File: config.mk
export PLATFORM = sky130hd
export DESIGN_NAME = pfh_host
export DESIGN_NICKNAME = d
export VERILOG_FILES = /design/src/pfh_pkg.sv /design/src/pfh_host.sv
export SDC_FILE = /design/constraint.sdc
export NUM_CORES = 1
export LEC_CHECK = 0
export ABC_AREA = 1
export BUFFER_PORTS_ARGS = -buffer_cell sky130_fd_sc_hd__buf_2
export CAP_MARGIN = 0
export CORE_UTILIZATION = 42
export CTS_CLUSTER_DIAMETER = 80
export DETAILED_ROUTE_END_ITERATION = 8
export HOLD_SLACK_MARGIN = 0.1
export PLACE_DENSITY_LB_ADDON = 0.2
export SLEW_MARGIN = 10
export SYNTH_ARGS = -nofsm -noshare
export SYNTH_HDL_FRONTEND = slang
export SYNTH_SLANG_ARGS = --single-unit
File: constraint.sdc
create_clock -name CLK_I -period 4.6 [get_ports CLK_I]
set_input_delay 0.23 -clock CLK_I [delete_from_list [all_inputs] [get_ports CLK_I]]
set_output_delay 0.23 -clock CLK_I [all_outputs]
set_load 0.03 [all_outputs]
File: src/pfh_pkg.sv
// Package for the parallel flash host controller: register map, pin bundle, timing constants
package pfh_pkg;
   localparam int CLK_HZ = 25_000_000;
   localparam int CLK_NS = 40;
   // Bus timing in ns
   localparam int ADDRESS_ACCESS_TIME_NS = 90;
   localparam int SELECT_ACCESS_TIME_NS = 90;
   localparam int CLEAR_PULSE_MIN_TIME_NS = 500;
   localparam int CLEAR_RELEASE_TO_READ_TIME_NS = 50;
   localparam int WRITE_PULSE_NS = 35;
   // Least times round up to whole cycles, never below one
   function automatic int ns_to_cyc(input int ns);
      int c;
      c = (ns + CLK_NS - 1) / CLK_NS;
      return (c < 1) ? 1 : c;
   endfunction
   localparam int READ_CYC = ns_to_cyc(ADDRESS_ACCESS_TIME_NS);
   localparam int WRITE_CYC = ns_to_cyc(WRITE_PULSE_NS);
   localparam int CLEAR_CYC = ns_to_cyc(CLEAR_PULSE_MIN_TIME_NS);
   localparam int RELEASE_CYC = ns_to_cyc(CLEAR_RELEASE_TO_READ_TIME_NS);
   localparam int CNT_W = 8;
   // Register offsets (word addresses on the command port)
   localparam logic [3:0] REG_CTRL = 4'h0;
   localparam logic [3:0] REG_ADDR = 4'h1;
   localparam logic [3:0] REG_WDATA = 4'h2;
   localparam logic [3:0] REG_RDATA = 4'h3;
   localparam logic [3:0] REG_STATUS = 4'h4;
   // Control register fields
   localparam int CTRL_GO = 0;
   localparam int CTRL_OP_LSB = 1;
   localparam int CTRL_WORD = 4;
   localparam int CTRL_BYPASS = 5;
   localparam int CTRL_HV_CLR = 6;
   localparam int CTRL_HV_A9 = 7;
   // Command codes in the control register
   localparam logic [2:0] OP_READ = 3'h0;
   localparam logic [2:0] OP_WRITE = 3'h1;
   localparam logic [2:0] OP_PROGRAM = 3'h2;
   localparam logic [2:0] OP_RESET = 3'h3;
   localparam logic [2:0] OP_PROTECT = 3'h4;
   // Command cycle addresses and data for a program sequence
   localparam logic [17:0] UNLOCK_ADDR1 = 18'h00555;
   localparam logic [17:0] UNLOCK_ADDR2 = 18'h002aa;
   localparam logic [15:0] UNLOCK_DATA1 = 16'h00aa;
   localparam logic [15:0] UNLOCK_DATA2 = 16'h0055;
   localparam logic [15:0] PROG_SETUP_DATA = 16'h00a0;
   // Protect cycles need A6=0 A1=1 A0=0; the host forces these pins in word mode only, byte mode drives A0=1
   localparam logic [18:0] PROT_ADDR_MASK = 19'h00043;
   localparam logic [18:0] PROT_ADDR_VAL = 19'h00002;
   // Pins toward the flash, all active-low controls as named
   typedef struct packed {
      logic [17:0] addr;
      logic chip_sel_n;
      logic out_gate_n;
      logic wr_strobe_n;
      logic clear_n;
      logic word_mode;
      logic clear_hv;
      logic a9_hv;
   } pfh_pins_t;
   typedef enum logic [2:0] {
      ST_IDLE = 3'b000,
      ST_READ = 3'b001,
      ST_WSETUP = 3'b010,
      ST_WPULSE = 3'b011,
      ST_WHOLD = 3'b100,
      ST_CLEAR = 3'b101,
      ST_RELEASE = 3'b110
   } pfh_state_t;
endpackage

File: src/pfh_host.sv
// Host controller that drives a parallel NOR flash over its pins
// Notes on behaviour
// - Read: select and gate low, strobe high.
// - Command write: strobe, select low, gate high.
// - Normal program: two unlocks, setup, data.
// - Bypass mode program needs only two cycles.
// - Host flags operations cut by reset; software reissues them.
// - Host waits release-to-read before reading.
// - In-system protect: high clear, A6/A1/A0=0,1,0; the host forces these pins in word mode only, byte mode drives A0=1.
// - Programmer protect: high A9 and gate.
// - Write only with select, strobe low, gate high.
//
// Decided for this implementation: the register offsets and the plain strobed port.
module pfh_host
   import pfh_pkg::*;
#(
   parameter int READ_CYCLES = READ_CYC,
   parameter int WRITE_CYCLES = WRITE_CYC,
   parameter int CLEAR_CYCLES = CLEAR_CYC,
   parameter int RELEASE_CYCLES = RELEASE_CYC
) (
   input wire logic CLK_I,
   input wire logic SRST_I,
   input wire logic [3:0] ADDR_I,
   input wire logic [31:0] WDATA_I,
   input wire logic WR_I,
   input wire logic RD_I,
   output logic [31:0] RDATA_O,
   output logic [17:0] FL_ADDR_O,
   output logic FL_CHIP_SEL_N_O,
   output logic FL_OUT_GATE_N_O,
   output logic FL_WR_STROBE_N_O,
   output logic FL_CLEAR_N_O,
   output logic FL_WORD_MODE_O,
   output logic FL_CLEAR_HV_O,
   output logic FL_A9_HV_O,
   input wire logic [15:0] FL_DQ_I,
   output logic [15:0] FL_DQ_O,
   output logic FL_DQ_OE_O,
   input wire logic FL_OP_DONE_FLAG_I
);
   initial begin
      if (READ_CYCLES < 1 || WRITE_CYCLES < 1 || CLEAR_CYCLES < 1 || RELEASE_CYCLES < 1 ||
          READ_CYCLES > 255 || WRITE_CYCLES > 255 || CLEAR_CYCLES > 255 || RELEASE_CYCLES > 255)
         $error("pfh_host: cycle counts must lie in 1..255");
   end

   pfh_state_t state_reg, state_next;
   pfh_pins_t pins_reg, pins_next;
   logic [CNT_W-1:0] cnt_reg, cnt_next;
   logic [2:0] op_reg, op_next;
   logic [1:0] step_reg, step_next;
   logic [1:0] last_step_reg, last_step_next;
   logic [18:0] addr_reg;
   logic [15:0] wdata_reg;
   logic [15:0] rdata_reg, rdata_next;
   logic [15:0] dq_out_reg, dq_out_next;
   logic dq_oe_reg, dq_oe_next;
   logic word_reg, bypass_reg, hv_clr_reg, hv_a9_reg;
   logic aborted_reg, aborted_next;
   logic [31:0] rdata_bus_reg;
   logic [1:0] ready_sync_reg;
   logic [15:0] dq_meta_reg, dq_sync_reg;

   wire logic busy = (state_reg != ST_IDLE);
   wire logic wr_ctrl = WR_I && (ADDR_I == REG_CTRL);
   wire logic go = wr_ctrl && WDATA_I[CTRL_GO] && !busy;
   wire logic [2:0] go_op = WDATA_I[CTRL_OP_LSB +: 3];
   wire logic [31:0] status_word = {27'h0, aborted_reg, hv_a9_reg, hv_clr_reg, ready_sync_reg[1], busy};
   wire logic [31:0] ctrl_word = {24'h0, hv_a9_reg, hv_clr_reg, bypass_reg, word_reg, op_reg, 1'b0};
   wire logic [31:0] rd_mux = (ADDR_I == REG_CTRL) ? ctrl_word :
                              (ADDR_I == REG_ADDR) ? {13'h0, addr_reg} :
                              (ADDR_I == REG_WDATA) ? {16'h0, wdata_reg} :
                              (ADDR_I == REG_RDATA) ? {16'h0, rdata_reg} :
                              (ADDR_I == REG_STATUS) ? status_word : 32'h0;

   // Byte mode puts address bit zero on the top data line
   function automatic logic [15:0] place_data(input logic word, input logic [18:0] a, input logic [15:0] d);
      return word ? d : {a[0], 7'h0, d[7:0]};
   endfunction

   // Command cycle n of a program sequence; bypass skips both unlocks
   function automatic logic [34:0] prog_cycle(input logic [1:0] n, input logic [18:0] a, input logic [15:0] d);
      case (n)
         2'd0: return {1'b0, UNLOCK_ADDR1, UNLOCK_DATA1};
         2'd1: return {1'b0, UNLOCK_ADDR2, UNLOCK_DATA2};
         2'd2: return {1'b0, UNLOCK_ADDR1, PROG_SETUP_DATA};
         default: return {a, d};
      endcase
   endfunction

   wire logic [34:0] cyc_sel = prog_cycle(step_reg, addr_reg, wdata_reg);
   wire logic [18:0] cyc_addr = (op_reg == OP_PROGRAM) ? cyc_sel[34:16] : addr_reg;
   wire logic [15:0] cyc_data = (op_reg == OP_PROGRAM) ? cyc_sel[15:0] : wdata_reg;
   wire logic [17:0] pin_addr = word_reg ? cyc_addr[17:0] : cyc_addr[18:1];
   // Settings land with go, so the first read cycle takes the width from the write itself
   wire logic [17:0] go_addr = WDATA_I[CTRL_WORD] ? addr_reg[17:0] : addr_reg[18:1];
   wire logic [18:0] prot_addr = (addr_reg & ~PROT_ADDR_MASK) | PROT_ADDR_VAL;

   always_comb begin
      state_next = state_reg;
      pins_next = pins_reg;
      cnt_next = cnt_reg;
      op_next = op_reg;
      step_next = step_reg;
      last_step_next = last_step_reg;
      rdata_next = rdata_reg;
      dq_out_next = dq_out_reg;
      dq_oe_next = dq_oe_reg;
      aborted_next = aborted_reg;
      pins_next.word_mode = word_reg;
      pins_next.clear_hv = hv_clr_reg;
      pins_next.a9_hv = hv_a9_reg;
      case (state_reg)
         ST_IDLE: begin
            // Idle leaves select high so the device floats its outputs
            pins_next.chip_sel_n = 1'b1;
            pins_next.out_gate_n = hv_a9_reg ? 1'b0 : 1'b1;
            pins_next.wr_strobe_n = 1'b1;
            dq_oe_next = 1'b0;
            if (go) begin
               op_next = go_op;
               pins_next.word_mode = WDATA_I[CTRL_WORD];
               cnt_next = '0;
               aborted_next = 1'b0;
               case (go_op)
                  OP_READ: begin
                     state_next = ST_READ;
                     pins_next.addr = go_addr;
                     pins_next.chip_sel_n = 1'b0;
                     pins_next.out_gate_n = 1'b0;
                  end
                  OP_RESET: begin
                     state_next = ST_CLEAR;
                     pins_next.clear_n = 1'b0;
                  end
                  OP_PROGRAM: begin
                     state_next = ST_WSETUP;
                     step_next = WDATA_I[CTRL_BYPASS] ? 2'd2 : 2'd0;
                     last_step_next = 2'd3;
                  end
                  default: begin
                     state_next = ST_WSETUP;
                     step_next = 2'd3;
                     last_step_next = 2'd3;
                  end
               endcase
            end
         end
         ST_READ: begin
            // Address held steady for the full access, so autosleep is harmless
            cnt_next = cnt_reg + 1'b1;
            if (cnt_reg == CNT_W'(READ_CYCLES)) begin
               rdata_next = dq_sync_reg;
               pins_next.chip_sel_n = 1'b1;
               pins_next.out_gate_n = 1'b1;
               state_next = ST_IDLE;
            end
         end
         ST_WSETUP: begin
            pins_next.addr = pin_addr;
            if (op_reg == OP_PROTECT)
               pins_next.addr = word_reg ? prot_addr[17:0] : prot_addr[18:1];
            pins_next.out_gate_n = 1'b1;
            pins_next.chip_sel_n = 1'b0;
            dq_out_next = place_data(word_reg, (op_reg == OP_PROTECT) ? prot_addr : cyc_addr, cyc_data);
            dq_oe_next = 1'b1;
            cnt_next = '0;
            state_next = ST_WPULSE;
         end
         ST_WPULSE: begin
            // Strobe falls after select so the device latches address here
            pins_next.wr_strobe_n = 1'b0;
            cnt_next = cnt_reg + 1'b1;
            if (cnt_reg == CNT_W'(WRITE_CYCLES)) begin
               pins_next.wr_strobe_n = 1'b1;
               state_next = ST_WHOLD;
            end
         end
         ST_WHOLD: begin
            // Data held one cycle past the rising strobe
            pins_next.chip_sel_n = 1'b1;
            dq_oe_next = 1'b0;
            if (step_reg == last_step_reg) begin
               state_next = ST_IDLE;
            end else begin
               step_next = step_reg + 1'b1;
               state_next = ST_WSETUP;
            end
         end
         ST_CLEAR: begin
            pins_next.chip_sel_n = 1'b1;
            pins_next.wr_strobe_n = 1'b1;
            dq_oe_next = 1'b0;
            cnt_next = cnt_reg + 1'b1;
            if (cnt_reg == CNT_W'(CLEAR_CYCLES)) begin
               pins_next.clear_n = 1'b1;
               cnt_next = '0;
               state_next = ST_RELEASE;
               // Software sees this and must reissue a cut program or erase
               aborted_next = !ready_sync_reg[1];
            end
         end
         ST_RELEASE: begin
            // Count saturates so a late ready flag cannot wrap the wait
            if (cnt_reg != CNT_W'(RELEASE_CYCLES))
               cnt_next = cnt_reg + 1'b1;
            if (cnt_reg == CNT_W'(RELEASE_CYCLES) && ready_sync_reg[1])
               state_next = ST_IDLE;
         end
         default: state_next = ST_IDLE;
      endcase
   end

   always_ff @(posedge CLK_I) begin
      if (SRST_I) begin
         state_reg <= ST_IDLE;
         pins_reg <= '{addr: 18'h0, chip_sel_n: 1'b1, out_gate_n: 1'b1, wr_strobe_n: 1'b1,
                       clear_n: 1'b1, word_mode: 1'b1, clear_hv: 1'b0, a9_hv: 1'b0};
         cnt_reg <= '0;
         op_reg <= OP_READ;
         step_reg <= 2'd0;
         last_step_reg <= 2'd0;
         rdata_reg <= 16'h0;
         dq_out_reg <= 16'h0;
         dq_oe_reg <= 1'b0;
         aborted_reg <= 1'b0;
      end else begin
         state_reg <= state_next;
         pins_reg <= pins_next;
         cnt_reg <= cnt_next;
         op_reg <= op_next;
         step_reg <= step_next;
         last_step_reg <= last_step_next;
         rdata_reg <= rdata_next;
         dq_out_reg <= dq_out_next;
         dq_oe_reg <= dq_oe_next;
         aborted_reg <= aborted_next;
      end
   end

   // Software registers; settings are frozen while a sequence runs
   always_ff @(posedge CLK_I) begin
      if (SRST_I) begin
         addr_reg <= 19'h0;
         wdata_reg <= 16'h0;
         word_reg <= 1'b1;
         bypass_reg <= 1'b0;
         hv_clr_reg <= 1'b0;
         hv_a9_reg <= 1'b0;
         rdata_bus_reg <= 32'h0;
      end else begin
         if (WR_I && !busy && ADDR_I == REG_ADDR)
            addr_reg <= WDATA_I[18:0];
         if (WR_I && !busy && ADDR_I == REG_WDATA)
            wdata_reg <= WDATA_I[15:0];
         if (wr_ctrl && !busy) begin
            word_reg <= WDATA_I[CTRL_WORD];
            bypass_reg <= WDATA_I[CTRL_BYPASS];
            hv_clr_reg <= WDATA_I[CTRL_HV_CLR];
            hv_a9_reg <= WDATA_I[CTRL_HV_A9];
         end
         rdata_bus_reg <= RD_I ? rd_mux : 32'h0;
      end
   end

   // Pin inputs pass two flops before use
   always_ff @(posedge CLK_I) begin
      if (SRST_I) begin
         ready_sync_reg <= 2'b00;
         dq_meta_reg <= 16'h0;
         dq_sync_reg <= 16'h0;
      end else begin
         ready_sync_reg <= {ready_sync_reg[0], FL_OP_DONE_FLAG_I};
         dq_meta_reg <= FL_DQ_I;
         dq_sync_reg <= dq_meta_reg;
      end
   end

   assign RDATA_O = rdata_bus_reg;
   assign FL_ADDR_O = pins_reg.addr;
   assign FL_CHIP_SEL_N_O = pins_reg.chip_sel_n;
   assign FL_OUT_GATE_N_O = pins_reg.out_gate_n;
   assign FL_WR_STROBE_N_O = pins_reg.wr_strobe_n;
   assign FL_CLEAR_N_O = pins_reg.clear_n;
   assign FL_WORD_MODE_O = pins_reg.word_mode;
   assign FL_CLEAR_HV_O = pins_reg.clear_hv;
   assign FL_A9_HV_O = pins_reg.a9_hv;
   assign FL_DQ_O = dq_out_reg;
   assign FL_DQ_OE_O = dq_oe_reg;
endmodule

-- Word-level counts from Yosys, hierarchy flattened
Index checks and enable logic that the tools add are counted.
Widths: inputs -> output; s select.
- add/subtract/negate cells: 2
- muxes and demuxes: 49
- equality and inequality tests: 32
- bitwise logic cells: 2
- reductions and logical operators: 42
- operator list (cell ; number):
    $pmux 35 s3 ; 1
    $mux 18 ; 4
    $mux 16 ; 4
    $mux 20 ; 2
    $pmux 8 s5 ; 1
    $mux 19 ; 2
    $pmux 18 s2 ; 1
    $mux 8 ; 4
    $pmux 3 s7 ; 1
    $eq 8x2->1 const B ; 2
    $ne 2x2->1 const B ; 8
    $eq 3x2->1 const B ; 5
    $mux 3 ; 5
    $eq 3x3->1 const B ; 4
    $mux 2 ; 6
    $reduce_and 3->1 ; 4
    $reduce_bool 2->1 ; 5
    $reduce_or 2->1 ; 5
    $add 8x1->8 const B ; 1
    $eq 4x2->1 const B ; 2
    $eq 8x1->1 const B ; 1
    $eq 8x4->1 const B ; 1
    $logic_and 1x1->1 ; 8
    $mux 1 ; 8
    28 further kinds ; 42
- register bits: 181
- logic and storage cells: 156

-- Depth between registers and ports, before layout
Gate-level depths: netlist of run 1.
- depth in word-level cells: 6
- depth in mapped cells: 12
- gate-level depth less buffers: 12

-- Least setup slack after synthesis of run 1
No wires, ideal clock.
- path kind: flip-flop to flip-flop
- start point: reg state_reg[1]
- end point: reg state_reg[2]
- path buffers: 0
- slack: 3.087 ns
- required time: 4.487 ns
- cell stages (with the launch flop): 8
- library setup time: 0.113 ns
- data arrival time: 1.400 ns
- path through: dfxtp_1 inv_1 ha_1 or2_2 nand2_1 nand3_1 nand2_1 nor2_1
- cells in the longest elaborated chain, start to end: 5
- elaborated cells on any way between the ends: 17
- RTL lines (item ; line ; RTL):
    start, declared ; pfh_host.sv:48 ; pfh_state_t state_reg, state_next;
    start signal, assigned ; pfh_host.sv:229 ; state_reg <= state_next;
    $reduce_bool 3->1 ; pfh_host.sv:65 ; wire logic busy = (state_reg != ST_IDLE);
    $logic_not 1->1 ; pfh_host.sv:67 ; wire logic go = wr_ctrl && WDATA_I[CTRL_GO] && !busy;
    $logic_and 1x1->1 ; pfh_host.sv:67 ;
    $ne 2x2->1 (no line) ; -- ;
    $reduce_and 5->1 (no line) ; -- ;
Parallel ways exist; a longest one is shown, timed or not.
A chain may end at the register's enable or synchronous reset.

-- Final worst setup path of run 1
- start point: reg word_reg
- end point: reg pins_reg, in the netlist FL_ADDR_O[17]
- cells in the longest elaborated chain, start to end: 3
- elaborated cells on any way between the ends: 4
- RTL lines (item ; line ; RTL):
    start, declared ; pfh_host.sv:59 ; logic word_reg, bypass_reg, hv_clr_reg, hv_a9_reg;
    start signal, assigned ; pfh_host.sv:258 ; word_reg <= WDATA_I[CTRL_WORD];
    $mux 18, on equally long branches ; pfh_host.sv:95, pfh_host.sv:163 ;
    $mux 18 * ; pfh_host.sv:162 ; if (op_reg == OP_PROTECT)
    $pmux 18 s2 * ; pfh_host.sv:114 ; case (state_reg)
    end signal, assigned ; pfh_host.sv:218 ; pins_reg <= '{addr: 18'h0, chip_sel_n: 1'b1, out_gate_n: 1'b1, wr_strobe_n: 1'b1,
    end signal, assigned ; pfh_host.sv:230 ; pins_reg <= pins_next;
    end, declared ; pfh_host.sv:49 ; pfh_pins_t pins_reg, pins_next;
Mark *: on every way between the ends. The rest lies on a longest branch, timed or not.

==> impl_metrics.tcl, run 1 <==
set metrics [dict create \
    antenna_found_initial 0 \
    synth_area_um2 7601 \
    drive_above_1_share_pct 15.18 \
    r2r_slack_ns 2.38 \
    hold_path.startpoint "WDATA_I[5]" \
    skew_ns 0.009421 \
    timing_hold_violations_final 0 \
    io_buffers 104 \
    maxCapViolations 0 \
    place.gp.congestion 0.8591 \
    total_leakage_power_nw 4.079 \
    outcome "finished, final reports clean" \
    yosysWarnings 0 \
    r2r_end "FL_ADDR_O[17]" \
    ys_ff_latch 168 \
    cp_top_family "flip-flops" \
    period_minus_slack_ns 2.219 \
    tightest_slew_ns 0.9434 \
    ctsResizeCount 0 \
    ant_nets 0 \
    avgViaCountPerCell 4.858 \
    cts_setup_buffers 0 \
    yosysSeqAreaShare_pct 44.25 \
    worstPathRequired_ns 4.91 \
    critPathMaxStageDelay_ns 0.77 \
    die_h_um 136.5 \
    end_kind "flop" \
    synthToLayoutAreaGrowth_pct 18.45 \
    drt_iter0_drc 462 \
    ff2ff_path_depth 5 \
    wl_per_cell_um 14.00 \
    cts_tree "done" \
    timing.critical_path.buf_inv 1 \
    die_area_um2 18640 \
    grt_pass1_wl_mm 31.49 \
    ios 131 \
    grt_max_degree 89 \
    fillers 1724 \
    design_area_um2 9004 \
    yosysUniqueCellTypes 44 \
    clk_latency_ns 0.44 \
    grt-ovfl-total 0 \
    netlist.area_leader.share_pct 44.25 \
    path_max_fanout 20 \
    rows 48 \
    start_kind "flop" \
    r2r_start "word_reg" \
    cts-root-buf "clkbuf_16" \
    dieWidth_um 136.5 \
    firstDrtPassIters 5 \
    setup_violations 0 \
    crit_arrival_ns 2.53 \
    fp.coreArea_um2 17480 \
    cts_inserted_buffers 17 \
    yosys-top-cells-area "dfxtp_1 44%, nand2_1 14%, a21oi_1 6.3%, nor2_1 6.0%, inv_1 5.7%" \
    syn_inst 1065 \
    grt_usage_pct 22.11 \
    synthFlopType "dfxtp_1" \
    drc_errors 0 \
    layout_common_cells "277 x nand2_1, 168 x dfxtp_1, 121 x nor2_1" \
    wl_mm 19.76 \
    start_util_pct 43.49 \
    path_cells "inv_1, nand2_1, a21oi_1, a211oi_1, nor2_1" \
    crit_type "reg -> reg" \
    clkSinkCount 168 \
    num_antenna_cells 0 \
    setup-tns-final_ns 0 \
    post-route-period-util_pct 48.24 \
    grt_pass1_vias 6025 \
    vias 6855 \
    avgSynthCellArea_um2 7.137 \
    hp-class "in -> reg" \
    slowest_stage "dfxtp_1" \
    place_area_um2 8103 \
    final_max_slew_viol_count 0 \
    ctsHtreeMaxLevel 4 \
    holdPathEnd "bypass_reg" \
    clkSlewWorstSetupHoldPaths_ns 0.07 \
    slew_headroom_pct 37.11 \
    ys_async_sr_fraction_pct 0 \
    yosysTopAreaCell "dfxtp_1" \
    pre_cts_slack_ns 2.402 \
    nets 1239 \
    clockBufferDepth 2 \
    rsz0062_at_grt "no" \
    fmax_ghz 0.4506 \
    layout_commonest_cell "nand2_1" \
    setup_ws_ns 2.381 \
    dp_hpwl_mm 13.79 \
    hold_depth 3 \
    ir_worst_vdd_uv 262.6 \
    synth_edf_count 0 \
    power_density_nw_per_um2 464.9 \
]
==> cells in the mapped netlist (8+ instances only) <==
| library cell | number |
|---|---|
| nand2_1 | 277 |
| nand3_1 | 52 |
| buf_2 | 12 |
| ha_1 | 9 |
| a31oi_1 | 18 |
| a21oi_1 | 96 |
| clkbuf_1 | 20 |
| inv_2 | 9 |
| nor2_1 | 121 |
| buf_4 | 18 |
| buf_6 | 8 |
| inv_1 | 115 |
| dfxtp_1 | 168 |
| o21ai_0 | 67 |
==> worst reg2reg max path, stage by stage (launching register included) <==
cell and delay [ns]:
dfxtp_1 0.77, inv_1 0.58, nand2_1 0.17, a21oi_1 0.08, a211oi_1 0.43, nor2_1 0.07
==> how the worst max path moves through the flow <==
stage                  from             to  slack, ns  cells after the start
6_report           word_reg  FL_ADDR_O[17]       2.38                      5
5_1_grt          cnt_reg[0]   rdata_reg[0]       2.06                      7
4_1_cts          cnt_reg[0]   rdata_reg[2]       2.37                      7
3_5_place_dp     cnt_reg[0]   rdata_reg[2]       2.40                      7
3_3_place_gp   state_reg[2]   rdata_reg[2]       2.40                      5
2_1_floorplan  state_reg[1]   state_reg[2]       3.09                      7
==> metrics by stage <==
stage | std cells | utilization, % | hold slack [ns] | power [mW]
3_3_place_gp | 1350 | 46.36 | 0.3908 | 2.710
3_5_place_dp | 1350 | 46.36 | 0.3916 | 2.717
5_1_grt | 1411 | 51.52 | 0.1372 | 4.429
4_1_cts | 1411 | 51.52 | 0.1105 | 4.212
2_1_floorplan | 1077 | - | 0.3370 | 2.511
6_report | 1411 | 51.52 | 0.1105 | 4.186
==> power breakdown <==
group	internal, mW	leakage [nW]	switching (mW)	total, mW
Clock	0.828	0.297	0.653	1.48
Combinational	0.316	2.42	0.765	1.08
Sequential	1.54	1.36	0.0858	1.62
==> cell type report <==
type	count	area, um2	area share (%)
clock inverter	14	181.4	2.015
tap	225	281.5	3.127
inverter	128	490.5	5.447
timing repair buffer	135	825.8	9.172
sequential	168	3363	37.35
multi-input combinational	723	3432	38.12
clock buffer	18	429.2	4.767
==> repair_timing <==
action                                  CTS  global route
endpoints found under the setup margin    0             0
hold buffers                             29             0
endpoints found under the hold margin    34             0
==> logic make-up (layout without fill, tap and decap cells) <==
family | after synthesis | after routing | share of synthesized area [%]
buf+inv | 186 | 295 | 11.19
flops | 168 | 168 | 44.25
simple gates | 489 | 489 | 27.90
fa+ha+maj | 9 | 9 | 1.482
compound gates | 209 | 209 | 14.78
xor+xnor | 3 | 3 | 0.3457
other cells | 1 | 13 | 0.04934
==> per-layer routing <==
| metal | track usage, % | part of all wire [%] | up-vias |
|---|---|---|---|
| met5 | 0 | 0 | - |
| met4 | 8.272 | 2.2 | 0 |
| met3 | 5.259 | 6.0 | 31 |
| met2 | 33.87 | 44 | 216 |
| met1 | 30.01 | 48 | 3033 |
| li1 | - | - | 3575 |
(Power assumes the default switching activity.)
==> run 2: changes to the inputs <==
--- a/config.mk
+++ b/config.mk
@@ -5,7 +5,7 @@
 export SDC_FILE = /design/constraint.sdc
 export NUM_CORES = 1
 export LEC_CHECK = 0
-export ABC_AREA = 1
+export ABC_AREA = 0
 export BUFFER_PORTS_ARGS = -buffer_cell sky130_fd_sc_hd__buf_2
 export CAP_MARGIN = 0
 export CORE_UTILIZATION = 42
==> constraint.sdc (replaced) <==
create_clock -name CLK_I -period 1.9 [get_ports CLK_I]
set_input_delay 0.095 -clock CLK_I [delete_from_list [all_inputs] [get_ports CLK_I]]
set_output_delay 0.095 -clock CLK_I [all_outputs]
set_load 0.03 [all_outputs]
==> impl_metrics.tcl, run 2 <==
set metrics [dict create \
    vias 6549 \
    timing_hold_violations_final 0 \
    layout_common_cells "161 x dfxtp_1, 107 x nand2_1, 102 x buf_2" \
    synthToLayoutAreaGrowth_pct 33.81 \
    clkSinkCount 168 \
    dieWidth_um 132.5 \
    setup-tns-final_ns -0.4164 \
    start_util_pct 43.12 \
    pre_cts_slack_ns -0.1869 \
    synth_most_common_cell "dfxtp_1" \
    ios 131 \
    grt_pass1_vias 5995 \
    fin_util_pct 57.70 \
    critPathLaunch "state_reg[2]" \
    grt_usage_pct 23.45 \
    drive_above_1_share_pct 26.20 \
    rsz0062_at_grt "yes" \
    yosysUniqueCellTypes 63 \
    nets 1072 \
    io_buffers 104 \
    path_max_fanout 8 \
    cts_tree "done" \
    wl_per_cell_um 16.40 \
    ant_nets 0 \
    r2r_end "FL_ADDR_O[12]" \
    tightest_slew_ns 0.5552 \
    path_cells "or4b_4, or3_4, and2_4, a222oi_1, nor2_1" \
    post-route-period-util_pct 104.4 \
    ys_ff_latch 168 \
    yosys-top-cells-area "dfxtp_1 47%, nand2_1 5.6%, a21oi_1 4.6%, mux2i_1 4.6%, nor2_1 4.4%" \
    synthTopCellsByCount "168 x dfxtp_1, 107 x nand2_1, 84 x nor2_1, 66 x a21oi_1" \
    hp-class "in -> reg" \
    rows 47 \
    clkSlewWorstSetupHoldPaths_ns 0.07 \
    ir_worst_vdd_uv 724.6 \
    place.gp.congestion 0.8790 \
    clockBufferDepth 2 \
    yosysWarnings 0 \
    skew_ns 0.01413 \
    grt-ovfl-total 0 \
    synth_edf_count 0 \
    fp.coreArea_um2 16580 \
    fillers 1487 \
    violations "negative setup slack" \
    syn_inst 822 \
    end_kind "flop" \
    setup_violations 13 \
    drc_errors 0 \
    grt_pass1_wl_mm 31.88 \
    critPathMaxStageDelay_ns 0.54 \
    crit_arrival_ns 2.29 \
    avgViaCountPerCell 5.286 \
    antenna_found_initial 0 \
    dp_hpwl_mm 14.07 \
    yosysSeqAreaShare_pct 47.03 \
    design_area_um2 9568 \
    crit_type "reg -> reg" \
    grt_max_degree 123 \
    endpoint "FL_ADDR_O[12]" \
    start_kind "flop" \
    outcome "finished with violations" \
    r2r_slack_ns -0.08 \
    ff2ff_path_depth 5 \
    yosysTopAreaCell "dfxtp_1" \
    power_density_nw_per_um2 1055 \
    multi_input_area_um2 3700 \
    clk_latency_ns 0.44 \
    drt_iter0_drc 735 \
    wl_mm 20.32 \
    layout_commonest_cell "dfxtp_1" \
    maxCapViolations 0 \
    die_area_um2 17550 \
    r2r_start "state_reg[2]" \
    slowest_stage "or4b_4" \
    firstDrtPassIters 6 \
    period_minus_slack_ns 1.983 \
    worstPathRequired_ns 2.21 \
    final_max_slew_viol_count 0 \
    cts_inserted_buffers 17 \
    ys_async_sr_fraction_pct 0 \
    synth_area_um2 7151 \
    avgSynthCellArea_um2 8.699 \
    netlist.area_leader.share_pct 47.03 \
    ctsHtreeMaxLevel 4 \
    fmax_ghz 0.5042 \
    num_antenna_cells 0 \
    synthFlopType "dfxtp_1" \
    setup_ws_ns -0.08334 \
    die_h_um 132.5 \
    total_leakage_power_nw 3.937 \
    place_area_um2 8330 \
    seq_area_um2 3379 \
    slew_headroom_pct 62.70 \
    cts-root-buf "clkbuf_16" \
    power_mw 10.10 \
]
## run 2: changes by cell type in the layout (fill, tap and decap cells not counted), sizes merged, moves of 46 or more
cell,previous run,this run
nand3,55,6
nor2,131,85
o21ai,75,18
nand2,290,107
buf,106,180
inv,136,23
## run 2: cell type report
type                    count  share of cell area, %
inverters                  12                 0.4708
repair buffers            219                  16.41
multi-input cells         588                  38.67
flip-flops and latches    168                  35.32
well taps                 220                  2.877
clock buffers              18                  4.485
clock inverters            14                  1.765
## run 2: what timing repair did
item	in CTS	in global routing
hold buffers	38	0
cloned	0	2
endpoints found under the setup margin	23	68
resized for setup	9	39
pin swaps	2	27
endpoints found under the hold margin	62	0
buffers inserted	0	3
## run 2: critical path, delay by kind of cell, from the launching register on
family | cells | cell delay [ns]
simple gates | 4 | 1.23
flops | 1 | 0.33
compound gates | 1 | 0.29
## run 2: layer usage
layer / global-route usage (%) / part of all wire [%]
met3: 4.866 / 6.7
met1: 31.84 / 44
met5: 0 / 0
met4: 6.705 / 1.0
met2: 37.60 / 48
## run 2: per-stage QoR
step	hold WS (ns)	cells
2_1_floorplan	0.2232	834
3_3_place_gp	0.3037	1165
3_5_place_dp	0.3071	1165
4_1_cts	0.1182	1235
5_1_grt	0.1591	1239
6_report	0.1533	1239
## run 2: how the worst min path moves through the flow
stage,from,end,slack (ns),depth (start not counted)
after CTS,WDATA_I[4],addr_reg[4],0.12,3
after detailed placement,FL_DQ_I[8],dq_meta_reg[8],0.31,2
after global routing,WDATA_I[4],wdata_reg[4],0.16,3
after floorplan,FL_DQ_I[0],dq_meta_reg[0],0.22,1
after global placement,FL_DQ_I[14],dq_meta_reg[14],0.30,2
final,WDATA_I[4],addr_reg[4],0.15,3
## run 2: where the power goes
part	switching, mW	total, mW	leakage [nW]	internal [mW]
Clock	1.54	3.53	0.292	1.99
Sequential	0.146	3.91	1.37	3.77
Combinational	1.54	2.66	2.28	1.11
Total	3.23	10.1	3.94	6.87
## run 2: logic make-up (layout without fill, tap and decap cells)
kind of cell	count (synthesis)	in the layout	synth area share [%]
adder cells (fa/ha/maj)	9	9	1.575
flip-flops	168	168	47.03
AND/OR/NAND/NOR	339	340	23.20
XOR/XNOR	7	7	0.8574
multiplexers	33	33	4.619
other	1	13	0.05244
AO/OA/AOI/OAI	186	186	17.50
buffers and inverters	79	263	5.162
==> run 3: changes to the inputs <==
==> constraint.sdc (replaced) <==
create_clock -name CLK_I -period 1.9 [get_ports CLK_I]
set_input_delay 0.38 -clock CLK_I [delete_from_list [all_inputs] [get_ports CLK_I]]
set_output_delay 0.38 -clock CLK_I [all_outputs]
set_load 0.03 [all_outputs]
==> impl_metrics.tcl, run 3 (synthesized netlist as in run 2, its figures left out) <==
set metrics [dict create \
    wl_mm 19.58 \
    power_mw 10.18 \
    layout_commonest_cell "dfxtp_1" \
    post-route-period-util_pct 102.6 \
    setup_violations 3 \
    grt_usage_pct 22.43 \
    grt_pass1_wl_mm 30.57 \
    cts_inserted_buffers 17 \
    wl_per_cell_um 16.03 \
    firstDrtPassIters 6 \
    slowest_stage "or3b_2" \
    cp_top_family "simple AND/OR/NAND/NOR gates" \
    place_area_um2 8499 \
    hold_path.startpoint "FL_DQ_I[14]" \
    drt_iter0_drc 507 \
    setup_ws_ns -0.04862 \
    avgViaCountPerCell 5.271 \
    cts_tree "done" \
    die_h_um 132.5 \
    synthToLayoutAreaGrowth_pct 31.23 \
    path_cells "buf_4, buf_8, or3b_2, nor3_2, o22a_1, a21oi_1, a211oi_1" \
    ios 131 \
    ir_worst_vdd_uv 683.8 \
    hp-class "in -> reg" \
    r2r_slack_ns -0.05 \
    worstPathRequired_ns 2.24 \
    outcome "finished with violations" \
    critPathMaxStageDelay_ns 0.48 \
    dieWidth_um 132.5 \
    skew_ns 0.01024 \
    total_leakage_power_nw 3.923 \
    grt_pass1_vias 5819 \
    clk_latency_ns 0.43 \
    ctsHtreeMaxLevel 4 \
    io_buffers 104 \
    maxCapViolations 0 \
    clockBufferDepth 2 \
    fp.coreArea_um2 16580 \
    violations "negative setup slack" \
    die_area_um2 17550 \
    clkSlewWorstSetupHoldPaths_ns 0.07 \
    rsz0062_at_grt "yes" \
    fmax_ghz 0.5132 \
    crit_arrival_ns 2.28 \
    num_antenna_cells 0 \
    pre_cts_slack_ns -0.3337 \
    vias 6441 \
    start_util_pct 43.12 \
    dp_hpwl_mm 14.10 \
    timing.critical_path.buf_inv 2 \
    slew_headroom_pct 64.21 \
    clkSinkCount 168 \
    layout_common_cells "164 x dfxtp_1, 106 x nand2_1, 103 x buf_2" \
    ant_nets 0 \
    place.gp.congestion 0.8602 \
    tightest_slew_ns 0.5328 \
    cts-root-buf "clkbuf_16" \
    timing_hold_violations_final 0 \
    drive_above_1_share_pct 28.84 \
    r2r_end "step_reg[0]" \
    design_area_um2 9384 \
    ff2ff_path_depth 7 \
    grt-ovfl-total 0 \
    r2r_start "state_reg[2]" \
    fillers 1556 \
    start_kind "flop" \
    rows 47 \
    grt_max_degree 127 \
    antenna_found_initial 0 \
    setup-tns-final_ns -0.09141 \
    multi_input_area_um2 3675 \
    final_max_slew_viol_count 0 \
    nets 1055 \
    holdPathEnd "dq_meta_reg[14]" \
    hold_depth 2 \
    period_minus_slack_ns 1.949 \
    seq_area_um2 3371 \
    crit_type "reg -> reg" \
    drc_errors 0 \
    ctsHoldBuffers 0 \
    holdWs_ns 0.1548 \
    path_max_fanout 12 \
    end_kind "flop" \
    power_density_nw_per_um2 1085 \
]
-- run 3: changes by cell type in the layout (fill, tap and decap cells not counted), moves of 4 or more --
cell and change:
nor2_2 +4, buf_4 +17, dlygate4sd3_1 -38, buf_12 +4
inv_6 -5
-- run 3: metal layers --
layer	track usage (%)	up-vias	share of wire [%]
met3	3.908	28	4.6
met1	30.14	3027	47
li1	-	3200	-
met5	0	-	0
met4	8.621	0	2.0
met2	35.94	186	47
-- run 3: area by class of cell --
cell class / count / area share [%]
multi-input cells: 587 / 39.16
flip-flops and latches: 168 / 35.92
repair buffers: 203 / 14.99
clock buffers: 19 / 4.720
well taps: 220 / 2.933
clock inverters: 13 / 1.800
inverters: 12 / 0.4800
-- run 3: how the worst max path moves through the flow --
stage,start,endpoint,slack (ns),depth (start not counted)
floorplan,ADDR_I[3],FL_ADDR_O[11],-0.28,9
global placement,ADDR_I[1],FL_ADDR_O[2],-0.31,6
detailed placement,ADDR_I[1],FL_ADDR_O[12],-0.33,6
CTS,step_reg[0],FL_ADDR_O[3],0.004,6
global route,state_reg[2],step_reg[0],-0.13,7
finish,state_reg[2],step_reg[0],-0.05,7
-- run 3: repair_timing --
action                                  4_1_cts  5_1_grt
setup buffers                                 3        8
gates cloned                                  0        1
pin swaps                                     3       16
gates resized for setup                       9       34
endpoints found under the setup margin       22       49
-- run 3: per-stage QoR --
step / cells / util [%]
finish: 1222 / 56.59
floorplan: 834 / -
global placement: 1179 / 51.25
global route: 1222 / 56.59
CTS: 1213 / 55.28
detailed placement: 1179 / 51.25
-- run 3: power by group --
part / switching (mW) / internal, mW
logic: 1.56 / 1.17
clock network: 1.45 / 2.12
registers: 0.129 / 3.75
total: 3.14 / 7.04
